<file path="src/logic/acsrc_regs.vh">
// Register offsets, field positions, reset values and timing counts for the converter sequencer.
// Behaviour
// RULE1 - Results stored left-aligned twos complement, low zeros
// RULE2 - Zero is 0x0000, clamp 0x7ff0 and 0x8000
// RULE3 - Range fault bit accompanies every result word
// RULE4 - Eight range fault bits, bit n input n
// RULE5 - Software reads fault plus MSB as over/under
// RULE6 - Control bits 4:3 select the four modes
// RULE7 - Reset clears mode bits, simultaneous mode
// RULE8 - Pairs sampled 0/4, 1/5, 2/6, 3/7
// RULE9 - Start rising edge holds first pair at once
// RULE10 - Pipeline latency three and a half cycles
// RULE11 - First input next cycle, second after
// RULE12 - Pair status bit set when pair valid
// RULE13 - Status word cleared when sequence starts
// RULE14 - Interrupt raised when input 7 result valid
// RULE15 - Start edge to interrupt within 49 cycles
// RULE16 - Pairs sampled eight core cycles apart
// RULE17 - Inputs 0-3 bank A, 4-7 bank B
// RULE18 - Converter clock is core clock divided four
// RULE19 - Control bit 0 selects start source
// RULE20 - Idle tracks input 0 into tracking result
// RULE21 - Results written when pipeline output emerges
`ifndef ACSRC_REGS_VH
`define ACSRC_REGS_VH
// Register offsets (word index on the data memory port).
`define ACSRC_OFS_CH0       4'h0
`define ACSRC_OFS_TRACK     4'h8
`define ACSRC_OFS_CTRL      4'h9
`define ACSRC_OFS_STATUS    4'ha
`define ACSRC_OFS_FAULTS    4'hb
// Control word fields.
`define ACSRC_CTRL_SRC_BIT  0
`define ACSRC_CTRL_MODE_LO  3
`define ACSRC_CTRL_MODE_HI  4
`define ACSRC_CTRL_RESET    16'h0000
// Mode codes.
`define ACSRC_MODE_SIMUL    2'h0
`define ACSRC_MODE_SEQ      2'h1
`define ACSRC_MODE_OFFCAL   2'h2
`define ACSRC_MODE_GAINCAL  2'h3
// Status word fields.
`define ACSRC_STAT_TRACK_FAULT 4
// Result coding.
`define ACSRC_POS_CLAMP     16'h7ff0
`define ACSRC_NEG_CLAMP     16'h8000
// Timing: divide ratio, pipeline in converter half-periods, bound in core cycles.
`define ACSRC_DIV           4
`define ACSRC_PIPE_HALF     7
`define ACSRC_MAX_CONV      49
`endif

</file>
<file path="src/logic/acsrc_top.v">
// Converter sequencer and result capture with memory-mapped registers.
`timescale 1ns/1ns
`include "acsrc_regs.vh"
module acsrc_top (
   // Clock and reset.
   input  wire        clk,
   input  wire        reset,
   // Start sources (asynchronous pins).
   input  wire        pwm_period_sync,
   input  wire        external_start_pin,
   // Data memory port.
   input  wire        dm_sel,
   input  wire        dm_wr,
   input  wire [3:0]  dm_addr,
   input  wire [15:0] dm_wdata,
   output reg  [15:0] dm_rdata,
   // Analog front end control.
   output reg         hold_a,
   output reg         hold_b,
   output reg  [1:0]  mux_pair_sel,
   output reg         mux_bank_b,
   output reg         core_feed,
   output wire [1:0]  front_mode,
   // Converter core raw output, sampled with core_feed.
   input  wire [11:0] core_code,
   input  wire        core_range_fault,
   // Interrupt request toward interrupt_controller_block.
   output reg         conv_irq
);
   // Sequencer states.
   localparam ST_IDLE = 2'h0;
   localparam ST_RUN  = 2'h1;
   localparam ST_WAIT = 2'h2;

   // Pin synchronisers.
   reg [1:0] pwm_sync_reg;
   reg [1:0] ext_sync_reg;
   reg       start_prev_reg;
   // Registers.
   reg [15:0] control_reg;
   reg [15:0] result_reg [0:7];
   reg [15:0] track_reg;
   reg [7:0]  faults_reg;
   reg [4:0]  status_reg;
   // Sequencer.
   reg [1:0]  state_reg;
   reg [3:0]  feed_cnt_reg;
   reg        pending_reg;
   integer    k;

   wire        tick;
   wire        pipe_valid;
   wire [12:0] pipe_word;
   wire [3:0]  pipe_tag;
   reg         feed_valid;
   reg  [3:0]  feed_tag;

   // Pack a raw 12-bit code left-aligned with zero low nibble.
   function [15:0] left_align;
      input [11:0] code;
      begin
         left_align = {code, 4'h0}; // [RULE1] [RULE2]
      end
   endfunction

   // Input converted in feed slot n: 0..7 in sequential mode, else input n/2 then n/2+4.
   function [2:0] chan_of;
      input [2:0] slot;
      input       seq;
      begin
         chan_of = seq ? slot : {slot[0], slot[2:1]}; // [RULE8]
      end
   endfunction

   acsrc_clkdiv u_div (
      .clk       (clk),
      .reset     (reset),
      .phase_reg (),
      .tick      (tick)
   );

   acsrc_pipe u_pipe (
      .clk       (clk),
      .reset     (reset),
      .in_valid  (feed_valid),
      .in_word   ({core_range_fault, core_code}),
      .in_tag    (feed_tag),
      .out_valid (pipe_valid),
      .out_word  (pipe_word),
      .out_tag   (pipe_tag)
   );

   assign front_mode = control_reg[`ACSRC_CTRL_MODE_HI:`ACSRC_CTRL_MODE_LO]; // [RULE6]

   // Selected start source after two-flop synchronisation.
   wire start_level = control_reg[`ACSRC_CTRL_SRC_BIT] ? ext_sync_reg[1]
                                                       : pwm_sync_reg[1]; // [RULE19]
   wire start_edge  = start_level & ~start_prev_reg;
   wire seq_mode    = (front_mode == `ACSRC_MODE_SEQ);
   // A start seen in idle launches at once; waiting for a tick would break the 49-cycle bound.
   wire launch      = (state_reg == ST_IDLE) && (start_edge || pending_reg); // [RULE15]
   // The multiplexer is set one slot ahead, so the input is steady when its slot feeds.
   wire [2:0] next_chan = chan_of(feed_cnt_reg[2:0] + 3'h1, seq_mode);

   // Synchronisers; the first flop feeds only the second.
   always @(posedge clk or posedge reset) begin
      if (reset) begin
         pwm_sync_reg   <= 2'h0;
         ext_sync_reg   <= 2'h0;
         start_prev_reg <= 1'b0;
      end else begin
         pwm_sync_reg   <= {pwm_sync_reg[0], pwm_period_sync};
         ext_sync_reg   <= {ext_sync_reg[0], external_start_pin};
         start_prev_reg <= start_level;
      end
   end

   // Control word written by the core; reset selects simultaneous mode, internal start.
   always @(posedge clk or posedge reset) begin
      if (reset) begin
         control_reg <= `ACSRC_CTRL_RESET; // [RULE7]
      end else if (dm_sel && dm_wr && dm_addr == `ACSRC_OFS_CTRL) begin
         control_reg <= dm_wdata & 16'h0019;
      end
   end

   // Sequence control. The pair is held on the start edge itself; a start seen while a
   // sequence runs is kept as pending and launched once the sequence has ended.
   always @(posedge clk or posedge reset) begin
      if (reset) begin
         state_reg      <= ST_IDLE;
         feed_cnt_reg   <= 4'h0;
         pending_reg    <= 1'b0;
         hold_a         <= 1'b0;
         hold_b         <= 1'b0;
         mux_pair_sel   <= 2'h0;
         mux_bank_b     <= 1'b0;
      end else begin
         if (start_edge && state_reg != ST_IDLE) begin
            pending_reg <= 1'b1;
         end else if (launch) begin
            pending_reg <= 1'b0;
         end
         case (state_reg)
            ST_IDLE: begin
               hold_a       <= 1'b0;
               hold_b       <= 1'b0;
               mux_pair_sel <= 2'h0;
               mux_bank_b   <= 1'b0;
               if (launch) begin
                  // Hold pair 0 at once: hold_a always, hold_b too except in sequential mode; first feed on next tick.
                  hold_a         <= 1'b1; // [RULE9]
                  hold_b         <= ~seq_mode;
                  feed_cnt_reg   <= 4'h0;
                  state_reg      <= ST_RUN;
               end
            end
            ST_RUN: begin
               if (tick) begin
                  // Feed order per tick: input n then n+4 (0 to 7 in sequential mode); next pair selected every two ticks, every tick in sequential mode.
                  mux_pair_sel <= next_chan[1:0]; // [RULE8] [RULE11]
                  mux_bank_b   <= next_chan[2];   // [RULE17]
                  // Two slots per pair put successive pairs eight core cycles apart.
                  feed_cnt_reg <= feed_cnt_reg + 4'h1; // [RULE16]
                  if (feed_cnt_reg == 4'h7) begin
                     state_reg <= ST_WAIT;
                  end
               end
            end
            ST_WAIT: begin
               hold_a <= 1'b0;
               hold_b <= 1'b0;
               if (pipe_valid && pipe_tag == 4'h7) begin
                  state_reg <= ST_IDLE;
               end
            end
            default: begin
               state_reg <= ST_IDLE;
            end
         endcase
      end
   end

   // Core feed strobe: one core cycle per converter period, tagged with its channel.
   // Sequence channel index maps pair p, bank b to input p + 4*b.
   always @* begin
      feed_valid = 1'b0;
      feed_tag   = 4'h8;
      core_feed  = 1'b0;
      if (state_reg == ST_RUN && tick) begin
         feed_valid = 1'b1;
         core_feed  = 1'b1;
         feed_tag   = {1'b0, chan_of(feed_cnt_reg[2:0], seq_mode)}; // [RULE8]
      end else if (state_reg == ST_IDLE && tick && !launch) begin
         // Single channel tracking of input 0 between sequences.
         feed_valid = 1'b1;
         core_feed  = 1'b1;
         feed_tag   = 4'h8; // [RULE20]
      end
   end

   // Result capture as each word leaves the pipeline, tracking words only while idle; untouched registers keep old data.
   always @(posedge clk or posedge reset) begin
      if (reset) begin
         for (k = 0; k < 8; k = k + 1) begin
            result_reg[k] <= 16'h0000;
         end
         track_reg  <= 16'h0000;
         faults_reg <= 8'h00;
         status_reg <= 5'h00;
         conv_irq   <= 1'b0;
      end else begin
         conv_irq <= 1'b0;
         // Clear first, so a tracking fault arriving in the same cycle wins.
         if (launch) begin
            status_reg <= 5'h00; // [RULE13]
         end
         if (pipe_valid) begin
            if (pipe_tag[3]) begin
               if (state_reg == ST_IDLE) begin
                  track_reg <= left_align(pipe_word[11:0]); // [RULE20]
                  status_reg[`ACSRC_STAT_TRACK_FAULT] <= pipe_word[12];
               end
            end else begin
               result_reg[pipe_tag[2:0]] <= left_align(pipe_word[11:0]); // [RULE1] [RULE21]
               faults_reg[pipe_tag[2:0]] <= pipe_word[12]; // [RULE3] [RULE4]
               if (pipe_tag[2] && !seq_mode) begin
                  status_reg[pipe_tag[1:0]] <= 1'b1; // [RULE12]
               end
               if (pipe_tag[2:0] == 3'h7) begin
                  if (seq_mode) begin
                     status_reg[3:0] <= 4'hf;
                  end
                  conv_irq <= 1'b1; // [RULE14] [RULE15]
               end
            end
         end
      end
   end

   // Read data; unmapped offsets read zero. Software classifies faults from MSB.
   always @(posedge clk or posedge reset) begin
      if (reset) begin
         dm_rdata <= 16'h0000;
      end else if (dm_sel && !dm_wr) begin
         if (dm_addr < `ACSRC_OFS_TRACK) begin
            dm_rdata <= result_reg[dm_addr[2:0]]; // [RULE5]
         end else begin
            case (dm_addr)
               `ACSRC_OFS_TRACK:  dm_rdata <= track_reg;
               `ACSRC_OFS_CTRL:   dm_rdata <= control_reg;
               `ACSRC_OFS_STATUS: dm_rdata <= {11'h000, status_reg};
               `ACSRC_OFS_FAULTS: dm_rdata <= {8'h00, faults_reg};
               default:           dm_rdata <= 16'h0000;
            endcase
         end
      end
   end
endmodule

</file>
<file path="src/logic/acsrc_clkdiv.v">
// Divide-by-four converter clock phase generator.
`timescale 1ns/1ns
module acsrc_clkdiv (
   // Clock and reset.
   input  wire       clk,
   input  wire       reset,
   // Phase outputs.
   output reg  [1:0] phase_reg,
   output wire       tick
);
   // Free-running counter; converter clock rate is fixed, software cannot alter it.
   always @(posedge clk or posedge reset) begin
      if (reset) begin
         phase_reg <= 2'h0;
      end else begin
         phase_reg <= phase_reg + 2'h1; // [RULE18]
      end
   end

   // One pulse per converter period.
   assign tick = (phase_reg == 2'h3);
endmodule

</file>
<file path="src/logic/acsrc_pipe.v">
// Converter core pipeline model: delays a sample by three and a half converter cycles.
`timescale 1ns/1ns
module acsrc_pipe (
   // Clock and reset.
   input  wire        clk,
   input  wire        reset,
   // Input side.
   input  wire        in_valid,
   input  wire [12:0] in_word,
   input  wire [3:0]  in_tag,
   // Output side.
   output wire        out_valid,
   output wire [12:0] out_word,
   output wire [3:0]  out_tag
);
   // Delay line in core cycles; 7 half-periods of two core cycles give 14 cycles.
   localparam DEPTH = 14;
   reg [17:0] stage_reg [0:DEPTH-1];
   integer i;

   // Shift every core cycle; latency is independent of converter phase.
   always @(posedge clk or posedge reset) begin
      if (reset) begin
         for (i = 0; i < DEPTH; i = i + 1) begin
            stage_reg[i] <= 18'h00000;
         end
      end else begin
         stage_reg[0] <= {in_valid, in_tag, in_word}; // [RULE10]
         for (i = 1; i < DEPTH; i = i + 1) begin
            stage_reg[i] <= stage_reg[i-1];
         end
      end
   end

   assign out_valid = stage_reg[DEPTH-1][17];
   assign out_tag   = stage_reg[DEPTH-1][16:13];
   assign out_word  = stage_reg[DEPTH-1][12:0];
endmodule

</file>
<file path="config.mk">
export PLATFORM = sky130hd
export DESIGN_NAME = acsrc_top
export DESIGN_NICKNAME = d
export VERILOG_FILES = /design/src/logic/acsrc_top.v /design/src/logic/acsrc_clkdiv.v /design/src/logic/acsrc_pipe.v
export VERILOG_INCLUDE_DIRS = /design/src /design/src/logic
export SDC_FILE = /design/constraint.sdc
export NUM_CORES = 1
export LEC_CHECK = 0
export ABC_CLOCK_PERIOD_IN_PS = 21300
export BUFFER_PORTS_ARGS = -buffer_cell sky130_fd_sc_hd__buf_2
export CORE_MARGIN = 1.5
export CORE_UTILIZATION = 55
export DETAILED_ROUTE_END_ITERATION = 8
export MAX_ROUTING_LAYER = met4
export PLACE_DENSITY = 0.73
export SLEW_MARGIN = 20
export SYNTH_ARGS = -nofsm -noshare
export SYNTH_HDL_FRONTEND = slang
export SYNTH_SLANG_ARGS = --single-unit
</file>
<file path="constraint.sdc">
create_clock -name clk -period 21.3 [get_ports clk]
set_clock_uncertainty 0.15 [all_clocks]
set_input_delay 6.39 -clock clk [delete_from_list [all_inputs] [get_ports clk]]
set_output_delay 6.39 -clock clk [all_outputs]
set_load 0.005 [all_outputs]
</file>
==> results of run 1 <==
-- cells by family after synthesis --
kind of cell | count (synthesis)
compound gates | 79
xor+xnor | 4
fa+ha+maj | 2
buf+inv | 36
flops | 412
mux | 164
simple gates | 98
-- how the worst max path moves through the flow --
stage / endpoint / slack, ps / cells after the start
final: core_feed / 12470 / 5
after global routing: core_feed / 12310 / 5
after CTS: core_feed / 12430 / 5
after detailed placement: dm_rdata[11] / 12730 / 5
after global placement: dm_rdata[11] / 12800 / 5
after floorplan: async pin / 3300 / 1
-- cells in the final DEF (no fill, tap or decap), types with 3 or more instances in the layout --
cell,Yosys,layout
sky130_fd_sc_hd__clkinv_2,0,10
sky130_fd_sc_hd__mux2_1,64,64
sky130_fd_sc_hd__inv_1,5,4
sky130_fd_sc_hd__nand2_1,27,27
sky130_fd_sc_hd__a22o_1,7,7
sky130_fd_sc_hd__nor2b_1,5,5
sky130_fd_sc_hd__nand3_1,16,16
sky130_fd_sc_hd__buf_4,10,4
sky130_fd_sc_hd__o22a_1,5,5
sky130_fd_sc_hd__mux2_2,56,56
sky130_fd_sc_hd__clkbuf_1,7,4
sky130_fd_sc_hd__o21ai_0,11,11
sky130_fd_sc_hd__dfrtp_1,412,412
sky130_fd_sc_hd__o21ai_1,10,10
sky130_fd_sc_hd__mux4_2,5,5
sky130_fd_sc_hd__bufinv_16,0,4
sky130_fd_sc_hd__nand2b_1,5,5
sky130_fd_sc_hd__a21oi_1,10,10
sky130_fd_sc_hd__mux2i_1,29,29
sky130_fd_sc_hd__o22ai_1,5,5
sky130_fd_sc_hd__clkbuf_16,0,41
sky130_fd_sc_hd__a22oi_1,18,18
sky130_fd_sc_hd__clkbuf_8,0,6
sky130_fd_sc_hd__buf_2,11,50
sky130_fd_sc_hd__nor2_1,21,21
sky130_fd_sc_hd__nand3b_1,3,3
sky130_fd_sc_hd__xnor2_1,4,4
sky130_fd_sc_hd__mux2_4,10,10
sky130_fd_sc_hd__nand3b_2,3,3
-- power by group --
part / total, mW / internal, mW / switching (mW)
clock: 0.700 / 0.421 / 0.279
combinational: 0.311 / 0.164 / 0.147
sequential: 0.998 / 0.921 / 0.0772
-- per-stage QoR --
| step | utilization | instance area (µm²) | cells |
|---|---|---|---|
| 3_3_place_gp | 0.581 | 14100 | 1143 |
| 2_1_floorplan | - | 13600 | 795 |
| 6_report | 0.637 | 15400 | 1213 |
| 4_1_cts | 0.636 | 15400 | 1212 |
| 3_5_place_dp | 0.581 | 14100 | 1143 |
| 5_1_grt | 0.637 | 15400 | 1213 |
-- per-layer routing --
| metal | wire [µm] | GRT usage | up-vias |
|---|---|---|---|
| li1 | - | - | 2885 |
| met1 | 10000 | 0.265 | 3448 |
| met2 | 10500 | 0.283 | 147 |
| met3 | 1030 | 0.0371 | 35 |
| met4 | 444 | 0.0612 | 0 |
| met5 | 0 | - | - |
-- area by class of cell --
cell class	count	area share
Sequential cell	412	0.668
Multi-Input combinational cell	347	0.197
Clock buffer	51	0.0728
Tap cell	324	0.0263
Timing Repair Buffer	56	0.0212
Clock inverter	18	0.0131
Inverter	5	0.00170
-- critical path, delay by kind of cell, from the launching register on --
| family | cells | cell delay, ps |
|---|---|---|
| simple gates | 2 | 450 |
| mux | 1 | 380 |
| compound gates | 1 | 350 |
| flops | 1 | 400 |
| buf+inv | 1 | 190 |
==> summary.log, run 1 <==
qor: cts.post_cts_hold_buffer_count 0
qor: timing.finalWorstPathRequiredPeriod 8830 ps
qor: placed_design.portBuffers 50
qor: synth.synth.largest_area_cell sky130_fd_sc_hd__dfrtp_1
qor: synth.synth.yosys.seq_area_share 0.760
qor: drt.drtIter0Drc 465
qor: critical_path.start_kind flip-flop
qor: layout.antenna_cells 0
qor: layout.drive_above_1_share 0.234
qor: synth.synth-compound-area-share 0.0402
qor: drt.detail_route.first_pass.iterations 5
qor: timing.finalSetupViolations 0
qor: cts.clkSlewWorstSetupHoldPaths 60 ps
qor: cts.cts.repair.resized 0
qor: cts.clock_path_buffers 3
qor: critical_path.regToRegEndpoint result_reg[30]
qor: synth.synth_fp_nets 836
qor: timing.fin_ws 12,470 ps
qor: pwr.leakagePower 7.28 nW
qor: cts.clock_sinks 412
qor: pwr.total_power 2.01 mW
qor: drt.route.detailed.drc 0
qor: drt.route.detailed.wl_per_inst 18.1 µm
qor: timing.timing.hold.ws 193 ps
qor: drt.detail-route-antenna-nets 0
qor: synth.synth_ff_type sky130_fd_sc_hd__dfrtp_1
qor: synth.synth.lib_cells_used.distinct 52
qor: pwr.cellPowerDensity 130 nW/µm²
qor: global_route.gr-usage-all-layers 0.189
qor: outcome.run_status complete, no violations
qor: timing.maxClockFrequency 113 MHz
qor: synth.ys.warnings.count 0
qor: synth.async_reset_ff_frac 1.00
qor: cts.cts-buffers-inserted 40
qor: placed_design.dp.final_hpwl 12,200 µm
qor: cts.ctsRootBufferMaster sky130_fd_sc_hd__clkbuf_16
qor: critical_path.critical_path.max_stage_delay 400 ps
qor: job.maxCapViolations 0
qor: layout.seqCellArea 10,300 µm²
qor: die.initial_standard_cell_utilization_of_the_core 0.559
qor: synth.post-synth-top-area-fraction 0.760
qor: critical_path.setup_crit_start control_reg[0]
qor: synth.synth_xor_area_frac 0.00258
qor: critical_path.cell_chain_critical_path mux2_2, a21oi_2, nor2_1, nor3b_1, buf_2
qor: global_route.pin_count_of_the_biggest_net_entering_global_routing 213
qor: timing.setup-tns-final 0 ps
qor: synth.synth_edf_count 0
qor: critical_path.critPathSlowestCell sky130_fd_sc_hd__dfrtp_1
qor: timing.slew_viol_final 0
qor: worst_hold_path.holdPathEnd u_pipe.stage_reg[147]
qor: die.die_area 25,600 µm²
qor: critical_path.worst-path-max-fanout 7
qor: worst_hold_path.worst_hold_path_type flip-flop to flip-flop
qor: synth.syn_inst 795
qor: synth.synth-seq-cells 412
qor: drt.vias 6,515
qor: global_route.grt_overflow 0
qor: layout.filler_cell_count 1,703
qor: cts.clock_tree_from_tritoncts done
qor: global_route.grt_antenna_before_repair 0
qor: timing.setup_repair_after_global_routing_missed_its_margin no
qor: pwr.max-vdd-ir-drop 0.0690 mV
qor: timing.final.period_utilization 0.414
qor: layout.flow.area_growth_from_synthesis 13.8%
qor: critical_path.cp_data_required_time 14,760 ps
qor: cts.setup_fix_buffers_added_after_clock_tree_synthesis 0
qor: synth.synth_top_cells_by_area sky130_fd_sc_hd__dfrtp_1 76%, sky130_fd_sc_hd__mux2_1 5.3%, sky130_fd_sc_hd__mux2_2 4.7%
qor: synth.synthesis.area 13,600 µm²
qor: layout.largest_register_ff_count 234
qor: drt.routed_wl 22,000 µm
qor: timing.slew_headroom 0.282
qor: synth.post_synth.cell_area_avg 17.1 µm²
qor: die.site_row_count 57
qor: cts.worstSkewPairLatency 520 ps
qor: critical_path.reg2reg_setup_slack 18,970 ps
qor: critical_path.regToRegStartpoint u_pipe.out_valid
qor: die.die_width 160 µm
qor: critical_path.worstSetupPathType flip-flop to output port
qor: synth.netlist_top_cells_count 412 x sky130_fd_sc_hd__dfrtp_1, 64 x sky130_fd_sc_hd__mux2_1, 56 x sky130_fd_sc_hd__mux2_2
qor: cts.htree_levels 2
qor: synth.yosys.cell_count.top_type sky130_fd_sc_hd__dfrtp_1
qor: layout.num-nets-final 903
qor: critical_path.reg2reg_depth 4
qor: die.floorplan.core_area 24,200 µm²
qor: global_route.grt_pass1_vias 6,777
qor: die.die_height 160 µm
qor: synth.post_synth_mux_area_share 0.140
qor: die.design.portCount 64
qor: synth.synth_area_in_simple_gates 0.0392
qor: timing.worstMarginPinSlew 1080 ps
qor: critical_path.critical_path_at 2290 ps
qor: placed_design.dp_worst_setup_slack 12,730 ps
qor: layout.multi_input_comb_area 3040 µm²
qor: global_route.grt_pass1_wl 36,600 µm
qor: worst_hold_path.min_delay_path_depth 0
qor: critical_path.endpoint_kind output port
qor: worst_hold_path.hold_path.startpoint u_pipe.stage_reg[165]
qor: synth.yosys.area_share.adder 0.00185
qor: timing.report.final.hold_viol_count 0
qor: drt.route.detailed.vias_per_inst 5.37
qor: placed_design.finalWeightedCongestion 0.787
qor: synth.combinational_family_with_the_most_area_after_synthesis multiplexers
Note: power is estimated with default switching activity, not from simulation.
==> run 2: changes to the inputs <==
--- a/config.mk
+++ b/config.mk
@@ -6,7 +6,7 @@
 export SDC_FILE = /design/constraint.sdc
 export NUM_CORES = 1
 export LEC_CHECK = 0
-export ABC_CLOCK_PERIOD_IN_PS = 21300
+export ABC_CLOCK_PERIOD_IN_PS = 8200
 export BUFFER_PORTS_ARGS = -buffer_cell sky130_fd_sc_hd__buf_2
 export CORE_MARGIN = 1.5
 export CORE_UTILIZATION = 55
==> constraint.sdc (replaced) <==
create_clock -name clk -period 8.2 [get_ports clk]
set_clock_uncertainty 0.15 [all_clocks]
set_input_delay 2.46 -clock clk [delete_from_list [all_inputs] [get_ports clk]]
set_output_delay 2.46 -clock clk [all_outputs]
set_load 0.005 [all_outputs]
==> run 2 against run 1 <==
- power grew to 2.6 times the previous value
- die area is the same
- first-iteration DRC count shrank 0.86%
- combinational power grew to 2.6 times the previous value
- non-clock buffer count grew 1
- routed wire length grew 6.7%
- critical path depth is the same
- critical endpoint unchanged
- worst hold slack lost 0.95 ps
==> summary.log, run 2 (same netlist as run 1, synthesis figures left out) <==
qor: cts.ctsRootBufferMaster sky130_fd_sc_hd__clkbuf_16
qor: cts.clkSlewWorstSetupHoldPaths 60 ps [about the same]
qor: cts.post_cts_hold_buffer_count 0 [unchanged]
qor: layout.largest_register_ff_count 234 [unchanged]
qor: placed_design.dp.final_hpwl 12,600 µm [+3.4%]
qor: timing.fin_ws 3290 ps [-9190 ps]
qor: cts.cts.repair.resized 0 [unchanged]
qor: worst_hold_path.min_delay_path_depth 0 [unchanged]
qor: cts.worstSkewPairLatency 520 ps [about the same]
qor: outcome.run_status complete, no violations
qor: drt.route.detailed.vias_per_inst 5.36 [-0.17%]
qor: drt.drtIter0Drc 461 [-0.86%]
qor: die.die_width 160 µm [unchanged]
qor: global_route.grt_pass1_vias 6,993 [+3.2%]
qor: timing.report.final.hold_viol_count 0 [unchanged]
qor: timing.final.period_utilization 0.599
qor: drt.detail-route-antenna-nets 0 [unchanged]
qor: placed_design.dp_worst_setup_slack 3590 ps [-9140 ps]
qor: drt.vias 6,509 [-0.092%]
qor: timing.slew_headroom 0.244 [-0.0381]
qor: cts.clock_path_buffers 3 [unchanged]
qor: timing.setup-tns-final 0 ps [unchanged]
qor: timing.slew_viol_final 0 [unchanged]
qor: critical_path.cp_data_required_time 5590 ps [-9170 ps]
qor: timing.finalWorstPathRequiredPeriod 4910 ps
qor: drt.routed_wl 23,500 µm [+6.7%]
qor: drt.route.detailed.drc 0 [unchanged]
qor: placed_design.finalWeightedCongestion 0.768 [-2.4%]
qor: critical_path.start_kind flip-flop
qor: drt.detail_route.first_pass.iterations 6 [+1]
qor: layout.flow.area_growth_from_synthesis 13.5%
qor: cts.setup_fix_buffers_added_after_clock_tree_synthesis 0 [unchanged]
qor: critical_path.endpoint_kind output port
qor: cts.cts-buffers-inserted 40 [unchanged]
qor: layout.num-nets-final 904 [+0.11%]
qor: job.maxCapViolations 0 [unchanged]
qor: pwr.leakagePower 7.25 nW [-0.45%]
qor: critical_path.critical_path.max_stage_delay 400 ps [about the same]
qor: die.initial_standard_cell_utilization_of_the_core 0.559 [unchanged]
qor: layout.post_layout_nonfiller_instances 1,214 [+0.082%]
qor: layout.layout.cells.most_common_list 412 x sky130_fd_sc_hd__dfrtp_1, 64 x sky130_fd_sc_hd__mux2_1, 56 x sky130_fd_sc_hd__mux2_2, 50 x sky130_fd_sc_hd__buf_2, 41 x sky130_fd_sc_hd__clkbuf_16
qor: critical_path.cell_chain_critical_path mux2_2, a21oi_2, nor2_1, nor3b_1, buf_2
qor: layout.drive_above_1_share 0.230 [-0.00363]
qor: layout.filler_cell_count 1,695 [-0.47%]
qor: global_route.grt_overflow 0 [unchanged]
qor: global_route.grt_pass1_wl 38,600 µm [+5.5%]
qor: die.die_area 25,600 µm² [unchanged]
qor: cts.htree_levels 2 [unchanged]
qor: layout.final_common_cell sky130_fd_sc_hd__dfrtp_1
qor: die.design.portCount 64 [unchanged]
qor: critical_path.worstSetupPathType flip-flop to output port
qor: die.floorplan.core_area 24,200 µm² [unchanged]
qor: timing.maxClockFrequency 203 MHz
qor: layout.antenna_cells 0 [unchanged]
qor: die.site_row_count 57 [unchanged]
qor: pwr.max-vdd-ir-drop 0.205 mV [+200%]
qor: timing.timing.hold.ws 192 ps [-0.948 ps]
qor: timing.worstMarginPinSlew 1130 ps [+57.2 ps]
qor: layout.multi_input_comb_area 3060 µm² [+0.49%]
qor: critical_path.reg2reg_depth 4 [unchanged]
qor: critical_path.critical_path_at 2300 ps [about the same]
qor: cts.clock_sinks 412 [unchanged]
qor: global_route.gr-usage-all-layers 0.200 [+0.0115]
qor: placed_design.post-place-cells 1,145 [+0.17%]
qor: timing.setup_repair_after_global_routing_missed_its_margin no
qor: die.die_height 160 µm [unchanged]
qor: global_route.pin_count_of_the_biggest_net_entering_global_routing 179 [-16%]
qor: placed_design.portBuffers 50 [unchanged]
qor: pwr.total_power 5.18 mW [+160%]
qor: pwr.cellPowerDensity 337 nW/µm² [+160%]
qor: timing.finalSetupViolations 0 [unchanged]
qor: cts.clock_tree_from_tritoncts done
qor: critical_path.reg2reg_setup_slack 5810 ps [-13,160 ps]
qor: layout.seqCellArea 10,300 µm² [unchanged]
qor: drt.route.detailed.wl_per_inst 19.3 µm [+6.7%]
qor: worst_hold_path.worst_hold_path_type flip-flop to flip-flop
qor: global_route.grt_antenna_before_repair 0 [unchanged]
qor: critical_path.worst-path-max-fanout 7 [unchanged]
qor: critical_path.critPathSlowestCell sky130_fd_sc_hd__nor3b_1
[run 2: area by class of cell]
class,instances,share of cell area
timing repair buffer,57,0.0205
tap,324,0.0263
clock inverter,13,0.00829
inverter,5,0.00146
multi-input combinational,347,0.199
sequential,412,0.670
clock buffer,56,0.0749
[run 2: report_power, final]
group | leakage [nW] | switching [mW] | internal (mW)
Clock | 0.630 | 0.725 | 1.04
Combinational | 1.56 | 0.389 | 0.425
Sequential | 5.06 | 0.208 | 2.39
Total | 7.25 | 1.32 | 3.86
[run 2: worst paths after layout]
check                                   endpoint                  from
min in group asynchronous  u_pipe.stage_reg[250]                 reset
max                                    core_feed        control_reg[0]
min                         u_pipe.stage_reg[60]  u_pipe.stage_reg[78]
max in group asynchronous          track_reg[10]                 reset
min reg2reg                 u_pipe.stage_reg[60]  u_pipe.stage_reg[78]
max reg2reg                       result_reg[29]      u_pipe.out_valid
[run 2: per-stage QoR]
step                utilization  area (µm²)
floorplan                     -       13600
global placement          0.582       14100
detailed placement        0.582       14100
CTS                       0.634       15400
global route              0.635       15400
finish                    0.635       15400
[run 2: layer usage]
layer | global-route usage | share of wire
met1 | 0.272 | 0.45
met2 | 0.318 | 0.50
met3 | 0.0335 | 0.035
met4 | 0.0561 | 0.018
met5 | - | 0
[run 2: worst max-delay path: cells and delay by family, from the launching register on]
family	cells	cell delay [ps]
compound gates	1	340
mux	1	380
flops	1	390
simple gates	2	470
buf+inv	1	200
